--- config.mk ---
export PLATFORM = sky130hd
export DESIGN_NAME = der_error_report
export DESIGN_NICKNAME = d
export VERILOG_FILES = /design/src/common/der_pkg.sv /design/src/design/der_pin_sync.sv /design/src/design/der_sector_search.sv /design/src/design/der_error_report.sv
export SDC_FILE = /design/constraint.sdc
export NUM_CORES = 1
export LEC_CHECK = 0
export BUFFER_PORTS_ARGS = -buffer_cell sky130_fd_sc_hd__buf_2
export CAP_MARGIN = 20
export CORE_MARGIN = 3
export CORE_UTILIZATION = 49
export CTS_BUF_LIST = sky130_fd_sc_hd__clkbuf_8 sky130_fd_sc_hd__clkbuf_16
export DETAILED_ROUTE_END_ITERATION = 6
export PLACE_DENSITY_LB_ADDON = 0.08
export SYNTH_ARGS = -nofsm -noshare
export SYNTH_HDL_FRONTEND = slang
export SYNTH_SLANG_ARGS = --single-unit
--- constraint.sdc ---
create_clock -name clk_sys -period 2.6 [get_ports clk_sys]
set_input_delay 0.13 -clock clk_sys [delete_from_list [all_inputs] [get_ports clk_sys]]
set_output_delay 0.13 -clock clk_sys [all_outputs]
set_load 0.01 [all_outputs]
--- src/common/der_pkg.sv ---
// Purpose: constants, codes and carriers of the disk error reporting block
// Assumes: one 50 MHz clock, asynchronous active-high reset
// Notes:   every error code is one byte; 00 means a clean command
//
// Summary of operation
// - code returned in sense or message; 00 clean
// - ECC span beyond burst length gives 11
// - no address mark within window gives 12
// - sector unseen after two revolutions gives 14
// - ID cylinder/head mismatch after seek gives 15
// - ECC-repaired media error gives 18
// - transfer onto flagged bad track gives 19
// - unformatted, interleave or ID ECC gives 1A
// - clean reread after data error gives 1B
// - alternate already taken or bad gives 1D
// - alternate lacking alternate flag gives 1E
// - alternate equal to defective gives 1F
// - unknown opcode gives 20
// - address beyond drive range gives 21
// - bad parameter or combination gives 22
// - buffer RAM diagnostic mismatch gives 30
// - more than 20 errors aborts command
package der_pkg;

   // timing
   localparam int CLK_PERIOD_NS = 20;
   localparam int AM_WINDOW_NS  = 2000;                       // longest wait for a mark
   localparam int AM_WINDOW_INT = (AM_WINDOW_NS / CLK_PERIOD_NS < 1) ? 1
                                  : AM_WINDOW_NS / CLK_PERIOD_NS;
   localparam logic [7:0] AM_WINDOW_CYC = 8'(AM_WINDOW_INT);  // rounds down
   localparam logic [1:0] SEARCH_REVS   = 2'h2;
   localparam logic [4:0] ERR_LIMIT     = 5'h14;              // 20 errors allowed

   // error codes
   localparam logic [7:0] ERR_NONE      = 8'h00;
   localparam logic [7:0] ERR_UNCORR    = 8'h11;
   localparam logic [7:0] ERR_AM_MISS   = 8'h12;
   localparam logic [7:0] ERR_NOT_FOUND = 8'h14;
   localparam logic [7:0] ERR_SEEK      = 8'h15;
   localparam logic [7:0] ERR_CORR      = 8'h18;
   localparam logic [7:0] ERR_BAD_TRK   = 8'h19;
   localparam logic [7:0] ERR_FORMAT    = 8'h1A;
   localparam logic [7:0] ERR_TRANSIENT = 8'h1B;
   localparam logic [7:0] ERR_ALT_BUSY  = 8'h1D;
   localparam logic [7:0] ERR_ALT_NOFMT = 8'h1E;
   localparam logic [7:0] ERR_ALT_SAME  = 8'h1F;
   localparam logic [7:0] ERR_BAD_CMD   = 8'h20;
   localparam logic [7:0] ERR_BAD_ADDR  = 8'h21;
   localparam logic [7:0] ERR_BAD_PARAM = 8'h22;
   localparam logic [7:0] ERR_RAM_DIAG  = 8'h30;
   localparam logic [7:0] ERR_LIMIT_HIT = 8'h33;

   // opcode space
   localparam logic [7:0] CMD_LAST  = 8'h1F;
   localparam logic [7:0] CMD_READ  = 8'h08;
   localparam logic [7:0] CMD_WRITE = 8'h0A;

   typedef struct packed {
      logic [15:0] cyl;
      logic [7:0]  head;
   } der_trk_s;

   typedef struct packed {
      logic [7:0] opcode;
      der_trk_s   trk;
      logic [7:0] sector;
   } der_cmd_s;

   typedef struct packed {
      der_trk_s   trk;
      logic [7:0] sector;
      logic       altFlag;   // track formatted as an alternate
      logic       badFlag;   // track flagged defective
   } der_id_s;

   typedef struct packed {
      logic [15:0] maxCyl;
      logic [7:0]  maxHead;
      logic [7:0]  burstLen;  // correctable span set at drive initialisation
   } der_cfg_s;

   // one bit per error cause, highest priority first
   typedef struct packed {
      logic badCmd;
      logic badAddr;
      logic badParam;
      logic ramDiag;
      logic altSame;
      logic altBusy;
      logic altNoFmt;
      logic badTrk;
      logic seekMis;
      logic notFound;
      logic amMiss;
      logic fmt;
      logic uncorr;
      logic corr;
      logic transient;
   } der_err_s;

   typedef enum logic [0:0] {
      ST_IDLE = 1'b0,
      ST_RUN  = 1'b1
   } der_st_e;

   typedef struct packed {
      der_st_e    st;
      logic [7:0] senseCode;
      logic [7:0] cmdCode;
      logic [7:0] msgCode;
      logic       msgValid;
      logic       abort;
      logic [4:0] errCnt;
      logic       retryArmed;
   } der_state_s;

   typedef struct packed {
      logic       active;
      logic [7:0] amCnt;
      logic [1:0] revCnt;
   } der_srch_s;

   typedef struct packed {
      logic meta;
      logic stable;
      logic last;
   } der_sync_s;

   function automatic logic der_cmd_valid(input logic [7:0] op);
      der_cmd_valid = (op <= CMD_LAST);
   endfunction

   function automatic logic der_is_xfer(input logic [7:0] op);
      der_is_xfer = (op == CMD_READ) || (op == CMD_WRITE);
   endfunction

endpackage

--- src/design/der_pin_sync.sv ---
// Purpose: bring a drive pin into the clock domain and mark its rising edge
// Assumes: pin is asynchronous to clk_sys
// Notes:   edge detection looks only at the second stage and later
module der_pin_sync
   import der_pkg::*;
(
   input  wire logic clk_sys,   // system clock
   input  wire logic rst,       // asynchronous reset
   input  wire logic pinIn,     // raw drive pin
   output logic      risePulse  // one cycle on a rising edge
);
   der_sync_s s_q;
   der_sync_s s_d;

   // shift chain; meta feeds stable only
   always_comb begin
      s_d        = s_q;
      s_d.meta   = pinIn;
      s_d.stable = s_q.meta;
      s_d.last   = s_q.stable;
   end

   always_ff @(posedge clk_sys or posedge rst) begin
      if (rst) begin
         s_q <= '0;
      end else begin
         s_q <= s_d;
      end
   end

   assign risePulse = s_q.stable & ~s_q.last;
endmodule

--- src/design/der_sector_search.sv ---
// Purpose: watch address marks, index and ID fields while a sector is sought
// Assumes: idValid and id come from the read channel on clk_sys
// Notes:   each search ends on at most one outcome pulse; a clean sector match ends it silently
module der_sector_search
   import der_pkg::*;
(
   input  wire logic     clk_sys,      // system clock
   input  wire logic     rst,          // asynchronous reset
   input  wire logic     start,        // begin a search
   input  der_cmd_s      target,       // sought track and sector
   input  wire logic     indexPulse,   // synchronised index edge
   input  wire logic     amPulse,      // synchronised address mark edge
   input  wire logic     idValid,      // an ID field was read
   input  wire logic     idEccErr,     // that ID field failed its check
   input  der_id_s       id,           // the ID field contents
   output logic          amMissing,    // mark window expired
   output logic          notFound,     // revolutions used up
   output logic          seekMismatch, // wrong cylinder or head
   output logic          badTrack,     // target on flagged track
   output logic          searching     // search in progress
);
   der_srch_s s_q;
   der_srch_s s_d;

   // outcome selection; an ID read that ends the search outranks the timers
   always_comb begin
      s_d          = s_q;
      amMissing    = 1'b0;
      notFound     = 1'b0;
      seekMismatch = 1'b0;
      badTrack     = 1'b0;
      if (start) begin
         s_d = '{active: 1'b1, amCnt: 8'h00, revCnt: 2'h0};
      end else if (s_q.active) begin
         s_d.amCnt = amPulse ? 8'h00 : s_q.amCnt + 8'h01;
         if (indexPulse) begin
            s_d.revCnt = s_q.revCnt + 2'h1;
         end
         if (idValid && !idEccErr && id.trk != target.trk) begin
            seekMismatch = 1'b1;
            s_d.active   = 1'b0;
         end else if (idValid && !idEccErr && id.sector == target.sector) begin
            badTrack   = id.badFlag;
            s_d.active = 1'b0;
         end else if (indexPulse && s_q.revCnt == SEARCH_REVS - 2'h1) begin
            notFound   = 1'b1;
            s_d.active = 1'b0;
         end else if (!amPulse && s_q.amCnt == AM_WINDOW_CYC - 8'h01) begin
            amMissing  = 1'b1;
            s_d.active = 1'b0;
         end
      end
   end

   always_ff @(posedge clk_sys or posedge rst) begin
      if (rst) begin
         s_q <= '0;
      end else begin
         s_q <= s_d;
      end
   end

   assign searching = s_q.active;
endmodule

--- src/design/der_error_report.sv ---
// Purpose: classify disk command errors into one reported byte
// Assumes: event inputs are one-cycle pulses from logic on clk_sys;
//          drive index and address mark arrive on raw pins
// Notes:   several causes in one cycle report the highest priority one
//          search outcomes count only while a command runs
module der_error_report
   import der_pkg::*;
(
   input  wire logic     clk_sys,     // 50 MHz system clock
   input  wire logic     rst,         // asynchronous reset
   input  wire logic     cmdStart,    // host command accepted
   input  der_cmd_s      cmd,         // command held while it runs
   input  der_cfg_s      cfg,         // drive characteristics
   input  wire logic     paramBad,    // parameter checker flags cmd
   input  wire logic     cmdDone,     // execution finished
   input  wire logic     indexPin,    // drive index pin
   input  wire logic     addrMarkPin, // drive address mark pin
   input  wire logic     idValid,     // ID field read
   input  der_id_s       id,          // ID field contents
   input  wire logic     idEccErr,    // ID field check failed
   input  wire logic     fmtErr,      // unformatted track or interleave
   input  wire logic     dataDone,    // data field read finished
   input  wire logic     dataErr,     // data field had an ECC syndrome
   input  wire logic [7:0] errSpan,   // measured error span
   input  wire logic     retryRead,   // current read is a retry
   input  wire logic     assignReq,   // alternate assignment checked
   input  der_trk_s      altTrk,      // proposed alternate track
   input  wire logic     altAssigned, // alternate already in use
   input  wire logic     altIsBad,    // alternate formatted defective
   input  wire logic     altIdFlag,   // alternate ID carries alternate bit
   input  wire logic     ramDiagErr,  // buffer RAM diagnostic mismatch
   input  wire logic     senseRd,     // host reads sense status
   output logic [7:0]    senseCode,   // sticky code for sense status
   output logic [7:0]    msgCode,     // completion message byte
   output logic          msgValid,    // message byte pulse
   output logic          abortCmd,    // command aborted on error count
   output logic          busy         // command running
);
   der_state_s s_q;
   der_state_s s_d;
   der_err_s   evt;
   logic       anyErr;
   logic       indexPulse;
   logic       amPulse;
   logic       amMissing;
   logic       notFound;
   logic       seekMismatch;
   logic       badTrack;
   logic       searching;
   logic       cmdOk;
   logic       addrOk;
   logic       spanTooBig;
   logic       cmdTake;
   logic       searchGo;

   // picks the code of the highest priority cause present
   function automatic logic [7:0] der_pick(input der_err_s e);
      if (e.badCmd)         der_pick = ERR_BAD_CMD;
      else if (e.badAddr)   der_pick = ERR_BAD_ADDR;
      else if (e.badParam)  der_pick = ERR_BAD_PARAM;
      else if (e.ramDiag)   der_pick = ERR_RAM_DIAG;
      else if (e.altSame)   der_pick = ERR_ALT_SAME;
      else if (e.altBusy)   der_pick = ERR_ALT_BUSY;
      else if (e.altNoFmt)  der_pick = ERR_ALT_NOFMT;
      else if (e.badTrk)    der_pick = ERR_BAD_TRK;
      else if (e.seekMis)   der_pick = ERR_SEEK;
      else if (e.notFound)  der_pick = ERR_NOT_FOUND;
      else if (e.amMiss)    der_pick = ERR_AM_MISS;
      else if (e.fmt)       der_pick = ERR_FORMAT;
      else if (e.uncorr)    der_pick = ERR_UNCORR;
      else if (e.corr)      der_pick = ERR_CORR;
      else if (e.transient) der_pick = ERR_TRANSIENT;
      else                  der_pick = ERR_NONE;
   endfunction

   // drive pins cross into the clock domain before any use
   der_pin_sync u_index_sync (
      .clk_sys   (clk_sys),
      .rst       (rst),
      .pinIn     (indexPin),
      .risePulse (indexPulse)
   );

   der_pin_sync u_am_sync (
      .clk_sys   (clk_sys),
      .rst       (rst),
      .pinIn     (addrMarkPin),
      .risePulse (amPulse)
   );

   // a search runs only for well formed transfer commands
   der_sector_search u_search (
      .clk_sys      (clk_sys),
      .rst          (rst),
      .start        (searchGo),
      .target       (cmd),
      .indexPulse   (indexPulse),
      .amPulse      (amPulse),
      .idValid      (idValid),
      .idEccErr     (idEccErr),
      .id           (id),
      .amMissing    (amMissing),
      .notFound     (notFound),
      .seekMismatch (seekMismatch),
      .badTrack     (badTrack),
      .searching    (searching)
   );

   // command checks; address is only judged on a known opcode
   assign cmdOk      = der_cmd_valid(cmd.opcode);
   assign addrOk     = (cmd.trk.cyl <= cfg.maxCyl) && (cmd.trk.head <= cfg.maxHead);
   assign spanTooBig = errSpan > cfg.burstLen;

   // nothing is taken from a command offered while busy
   assign cmdTake    = cmdStart & ~busy;
   assign searchGo   = cmdTake & cmdOk & addrOk & ~paramBad & der_is_xfer(cmd.opcode);

   // cause vector; alternate checks are exclusive in the order below
   always_comb begin
      evt           = '0;
      evt.badCmd    = cmdTake & ~cmdOk;
      evt.badAddr   = cmdTake & cmdOk & ~addrOk;
      evt.badParam  = cmdTake & cmdOk & addrOk & paramBad;
      evt.ramDiag   = ramDiagErr;
      evt.altSame   = assignReq & (altTrk == cmd.trk);
      evt.altBusy   = assignReq & (altTrk != cmd.trk)
                      & (altAssigned | altIsBad);
      evt.altNoFmt  = assignReq & (altTrk != cmd.trk)
                      & ~altAssigned & ~altIsBad & ~altIdFlag;
      // a search left running after completion must stay silent
      evt.badTrk    = badTrack & busy;
      evt.seekMis   = seekMismatch & busy;
      evt.notFound  = notFound & busy;
      evt.amMiss    = amMissing & busy;
      evt.fmt       = fmtErr | (idValid & idEccErr);
      evt.uncorr    = dataDone & dataErr & spanTooBig;
      evt.corr      = dataDone & dataErr & ~spanTooBig;
      evt.transient = dataDone & ~dataErr & retryRead
                      & s_q.retryArmed;
   end

   // several causes in one cycle still count as one error
   assign anyErr = |evt;

   // sequencing, error count and code capture
   always_comb begin
      s_d          = s_q;
      s_d.msgValid = 1'b0;
      s_d.abort    = 1'b0;
      // a read clears the sticky code, but a same-cycle error wins
      if (senseRd) begin
         s_d.senseCode = ERR_NONE;
      end
      if (anyErr) begin
         s_d.senseCode = der_pick(evt);
         s_d.cmdCode   = der_pick(evt);
      end
      // only a failed read arms the transient report
      if (dataDone) begin
         s_d.retryArmed = dataErr;
      end
      case (s_q.st)
         ST_IDLE: begin
            if (cmdStart) begin
               s_d.errCnt     = 5'h00;
               s_d.retryArmed = 1'b0;
               if (anyErr) begin
                  // rejected commands complete at once with their code
                  s_d.msgCode  = der_pick(evt);
                  s_d.msgValid = 1'b1;
               end else begin
                  s_d.cmdCode = ERR_NONE;
                  s_d.st      = ST_RUN;
               end
            end
         end
         ST_RUN: begin
            if (anyErr) begin
               s_d.errCnt = s_q.errCnt + 5'h01;
            end
            if (anyErr && s_q.errCnt == ERR_LIMIT) begin
               // retries cannot go on forever; 21st error ends it
               s_d.senseCode = ERR_LIMIT_HIT;
               s_d.msgCode   = ERR_LIMIT_HIT;
               s_d.msgValid  = 1'b1;
               s_d.abort     = 1'b1;
               s_d.st        = ST_IDLE;
            end else if (cmdDone) begin
               s_d.msgCode  = s_d.cmdCode;
               s_d.msgValid = 1'b1;
               s_d.st       = ST_IDLE;
            end
         end
         default: begin
            s_d.st = ST_IDLE;
         end
      endcase
   end

   always_ff @(posedge clk_sys or posedge rst) begin
      if (rst) begin
         s_q <= '{st: ST_IDLE, senseCode: ERR_NONE, cmdCode: ERR_NONE,
                  msgCode: ERR_NONE, default: '0};
      end else begin
         s_q <= s_d;
      end
   end

   assign senseCode = s_q.senseCode;
   assign msgCode   = s_q.msgCode;
   assign msgValid  = s_q.msgValid;
   assign abortCmd  = s_q.abort;
   assign busy      = (s_q.st == ST_RUN);

   logic evtSingle;
   assign evtSingle = $onehot(evt);
endmodule

==> qor.yml <==
htreeDepth: 2
ys.warnings.count: 0
synth_top_area_share_pct: 30.28
min_from: "senseRd"
cts.sinks: 50
p_sw_uw: 692.3
r2r-start: "u_search.s_q[2]"
start_kind: "flop"
clock_path_buffers: 2
hold_end: "senseCode[2]"
finalHoldViolCount: 0
tns_ns: 0
cts_tree: "done"
avgSynthCellArea_um2: 9.060
diodes: 0
status: "completed"
fin_crit_ns: 2.445
antenna_found_initial: 0
ctsRootBufferMaster: "clkbuf_8"
syn-num-nets: 649
synth_edf_count: 0
start_util_pct: 51.85
p_int_mw: 1.383
netlist_instances: 456
path_clk_slew_ns: 0.10
numCtsBuffers: 5
p_leak_nw: 2.828
switching_share_pct: 33.36
area.growth.synth_to_final_pct: 29.71
place_area_um2: 5219
drt_iter0_markers: 195
row_count: 32
cap_violations: 0
synth.distinct_cells: 62
reg2regPathDepth: 10
io_buffer_count: 173
ir_worst_vdd_uv: 283.2
power_frac_comb_pct: 33.6
core-area_um2: 7968
fin_crit_sh_pct: 94.04
crit_required_ns: 2.80
vias: 4091
vias_per_cell: 5.433
firstDrtPassIters: 5
max_freq_ghz: 0.4090
seqPwrFrac_pct: 42.7
clk_latency_ns: 0.31
final_nets: 843
synth_common_cells: "50 x dfrtp_1, 44 x inv_1, 36 x ha_1"
cp_max_fo: 8
drc_errors: 0
synthTopCellsByArea: "dfrtp_1 30%, ha_1 11%, xor2_1 7.0%"
fin_area_um2: 5359
die_h_um: 97.83
crit_arrival_ns: 2.64
ys_async_sr_fraction_pct: 100.0
postCtsSetupRepairBufs: 0
setup_viol_count_final: 0
grt_pass1_vias: 4270
yosys.cell_count.top_type: "dfrtp_1"
ff2ff_setup_slack_ns: 0.16
pwr-share-clk_pct: 23.7
ys_seq_area_share_pct: 30.28
grtUsageTotal_pct: 25.21
grt_max_degree: 51
fin_skew_ns: 0.005880
drive_gt1_share_pct: 36.10
grt_pass1_wl_um: 19660
slew_viol_final: 0
r2r-end: "msgCode[3]"
die-area_um2: 9570
min_path_type: "in -> reg"
rsz0062_at_grt: "no"
path_class: "reg -> reg"
worst_slew_pin_slew_ns: 0.6407
synth_flop_cell: "dfrtp_1"
antenna_left: 0
die_w_um: 97.83
routed_wl_um: 12170
max_slew_margin_pct: 57.29
final_cells: 753
critPathCaptureType: "flop"
ioPinCount: 176
gp_congestion: 0.8899
whs_path_depth: 3
post-dp-hpwl_um: 10430
avgRoutedWirePerCell_um: 16.16
synth_top_area_cell: "dfrtp_1"
syn_area_um2: 4131
synth_seq_cells: 50
grt_overflow_total: 0
p_per_area_nw_per_um2: 387.3
dp_cells: 742
what timing repair did:
action                                 in CTS  in global routing
endpoints found under the hold margin      32                  0
setup endpoints to repair                   0                 11
resized for setup                           0                  2
hold buffers                                3                  0
power groups by stage:
| stage | clock (mW) | sequential (mW) | combinational, mW |
|---|---|---|---|
| finish | 0.493 | 0.886 | 0.697 |
| global route | 0.540 | 0.895 | 0.780 |
| CTS | 0.500 | 0.886 | 0.698 |
| detailed placement | 0 | 0.900 | 0.693 |
| global placement | 0 | 0.896 | 0.666 |
| floorplan | 0 | 0.892 | 0.405 |
per-stage QoR:
| step | hold WS (ns) | worst slack, ns | utilization [%] | power, mW |
|---|---|---|---|---|
| floorplan | 0.1614 | 0.2430 | - | 1.296 |
| global placement | 0.2391 | -0.02242 | 65.50 | 1.562 |
| detailed placement | 0.2394 | -0.07369 | 65.50 | 1.592 |
| CTS | 0.1328 | 0.05687 | 67.10 | 2.084 |
| global route | 0.1405 | 0.01263 | 67.26 | 2.214 |
| finish | 0.1407 | 0.1550 | 67.26 | 2.076 |
cell usage in the layout, fill, tap and decap left out, drive strengths merged, types with 7 or more instances in the layout:
master	instances
buf	205
ha	36
and2	7
nor2	30
nand2	20
a21o	11
inv	45
dfrtp	50
nor4	11
a21oi	22
nand4	15
nor3	10
nand3	11
o21ai	18
xor2	33
xnor2	26
sequential cells by signal, indices dropped and copies added (netlist names):
| signal | flops |
|---|---|
| senseCode | 8 |
| u_index_sync.s_q | 1 |
| msgCode | 8 |
| msgValid | 1 |
| u_index_sync.s_d | 2 |
| u_am_sync.s_d | 2 |
| s_q | 14 |
| u_am_sync.s_q | 1 |
| u_search.s_q | 10 |
| abortCmd | 1 |
| busy | 1 |
| u_search.searching | 1 |
logic make-up (layout without fill, tap and decap cells):
group                    Yosys count  after routing  synth area share, %
AND/OR/NAND/NOR                  138            138                19.11
XOR/XNOR                          59             59                12.51
flip-flops                        50             50                30.28
AO/OA/AOI/OAI                     99             99                17.26
adder cells (fa/ha/maj)           36             36                10.90
multiplexers                       9              9                2.392
buffers and inverters             65            260                7.541
worst max-delay path by stage:
stage,startpoint,to,slack [ns],cells after the start
after global routing,cfg[29],senseCode[2],0.01,14
after CTS,u_search.s_q[2],msgCode[3],0.06,10
final,u_search.s_q[2],msgCode[3],0.16,10
after detailed placement,cfg[29],msgCode[5],-0.07,13
after floorplan,u_search.s_q[2],s_q[1],0.24,9
after global placement,cfg[30],msgCode[5],-0.02,13
area by class of cell:
| cell class | instances | area (um^2) |
|---|---|---|
| multi-input combinational | 341 | 2581 |
| timing repair buffer | 208 | 1136 |
| clock inverter | 3 | 28.78 |
| fill | 694 | 2609 |
| clock buffer | 5 | 68.82 |
| sequential | 50 | 1251 |
| inverter | 44 | 165.2 |
| tap | 102 | 127.6 |
critical path, cell delays in order (launching register included):
cell      delay (ns)
dfrtp_1         0.38
ha_1            0.16
or3b_1          0.36
nor4_2          0.18
nor2b_1         0.21
mux2_4          0.18
a31oi_4         0.13
nand3b_4        0.16
a21boi_4        0.07
buf_4           0.16
a221o_1         0.33
routing by layer:
layer | global-route usage, % | wire length (um)
met1 | 29.13 | 4686
met2 | 45.97 | 6294
met3 | 4.429 | 803
met4 | 9.904 | 385
met5 | 0 | 0
No activity file was read; power rests on OpenSTA's default activity.
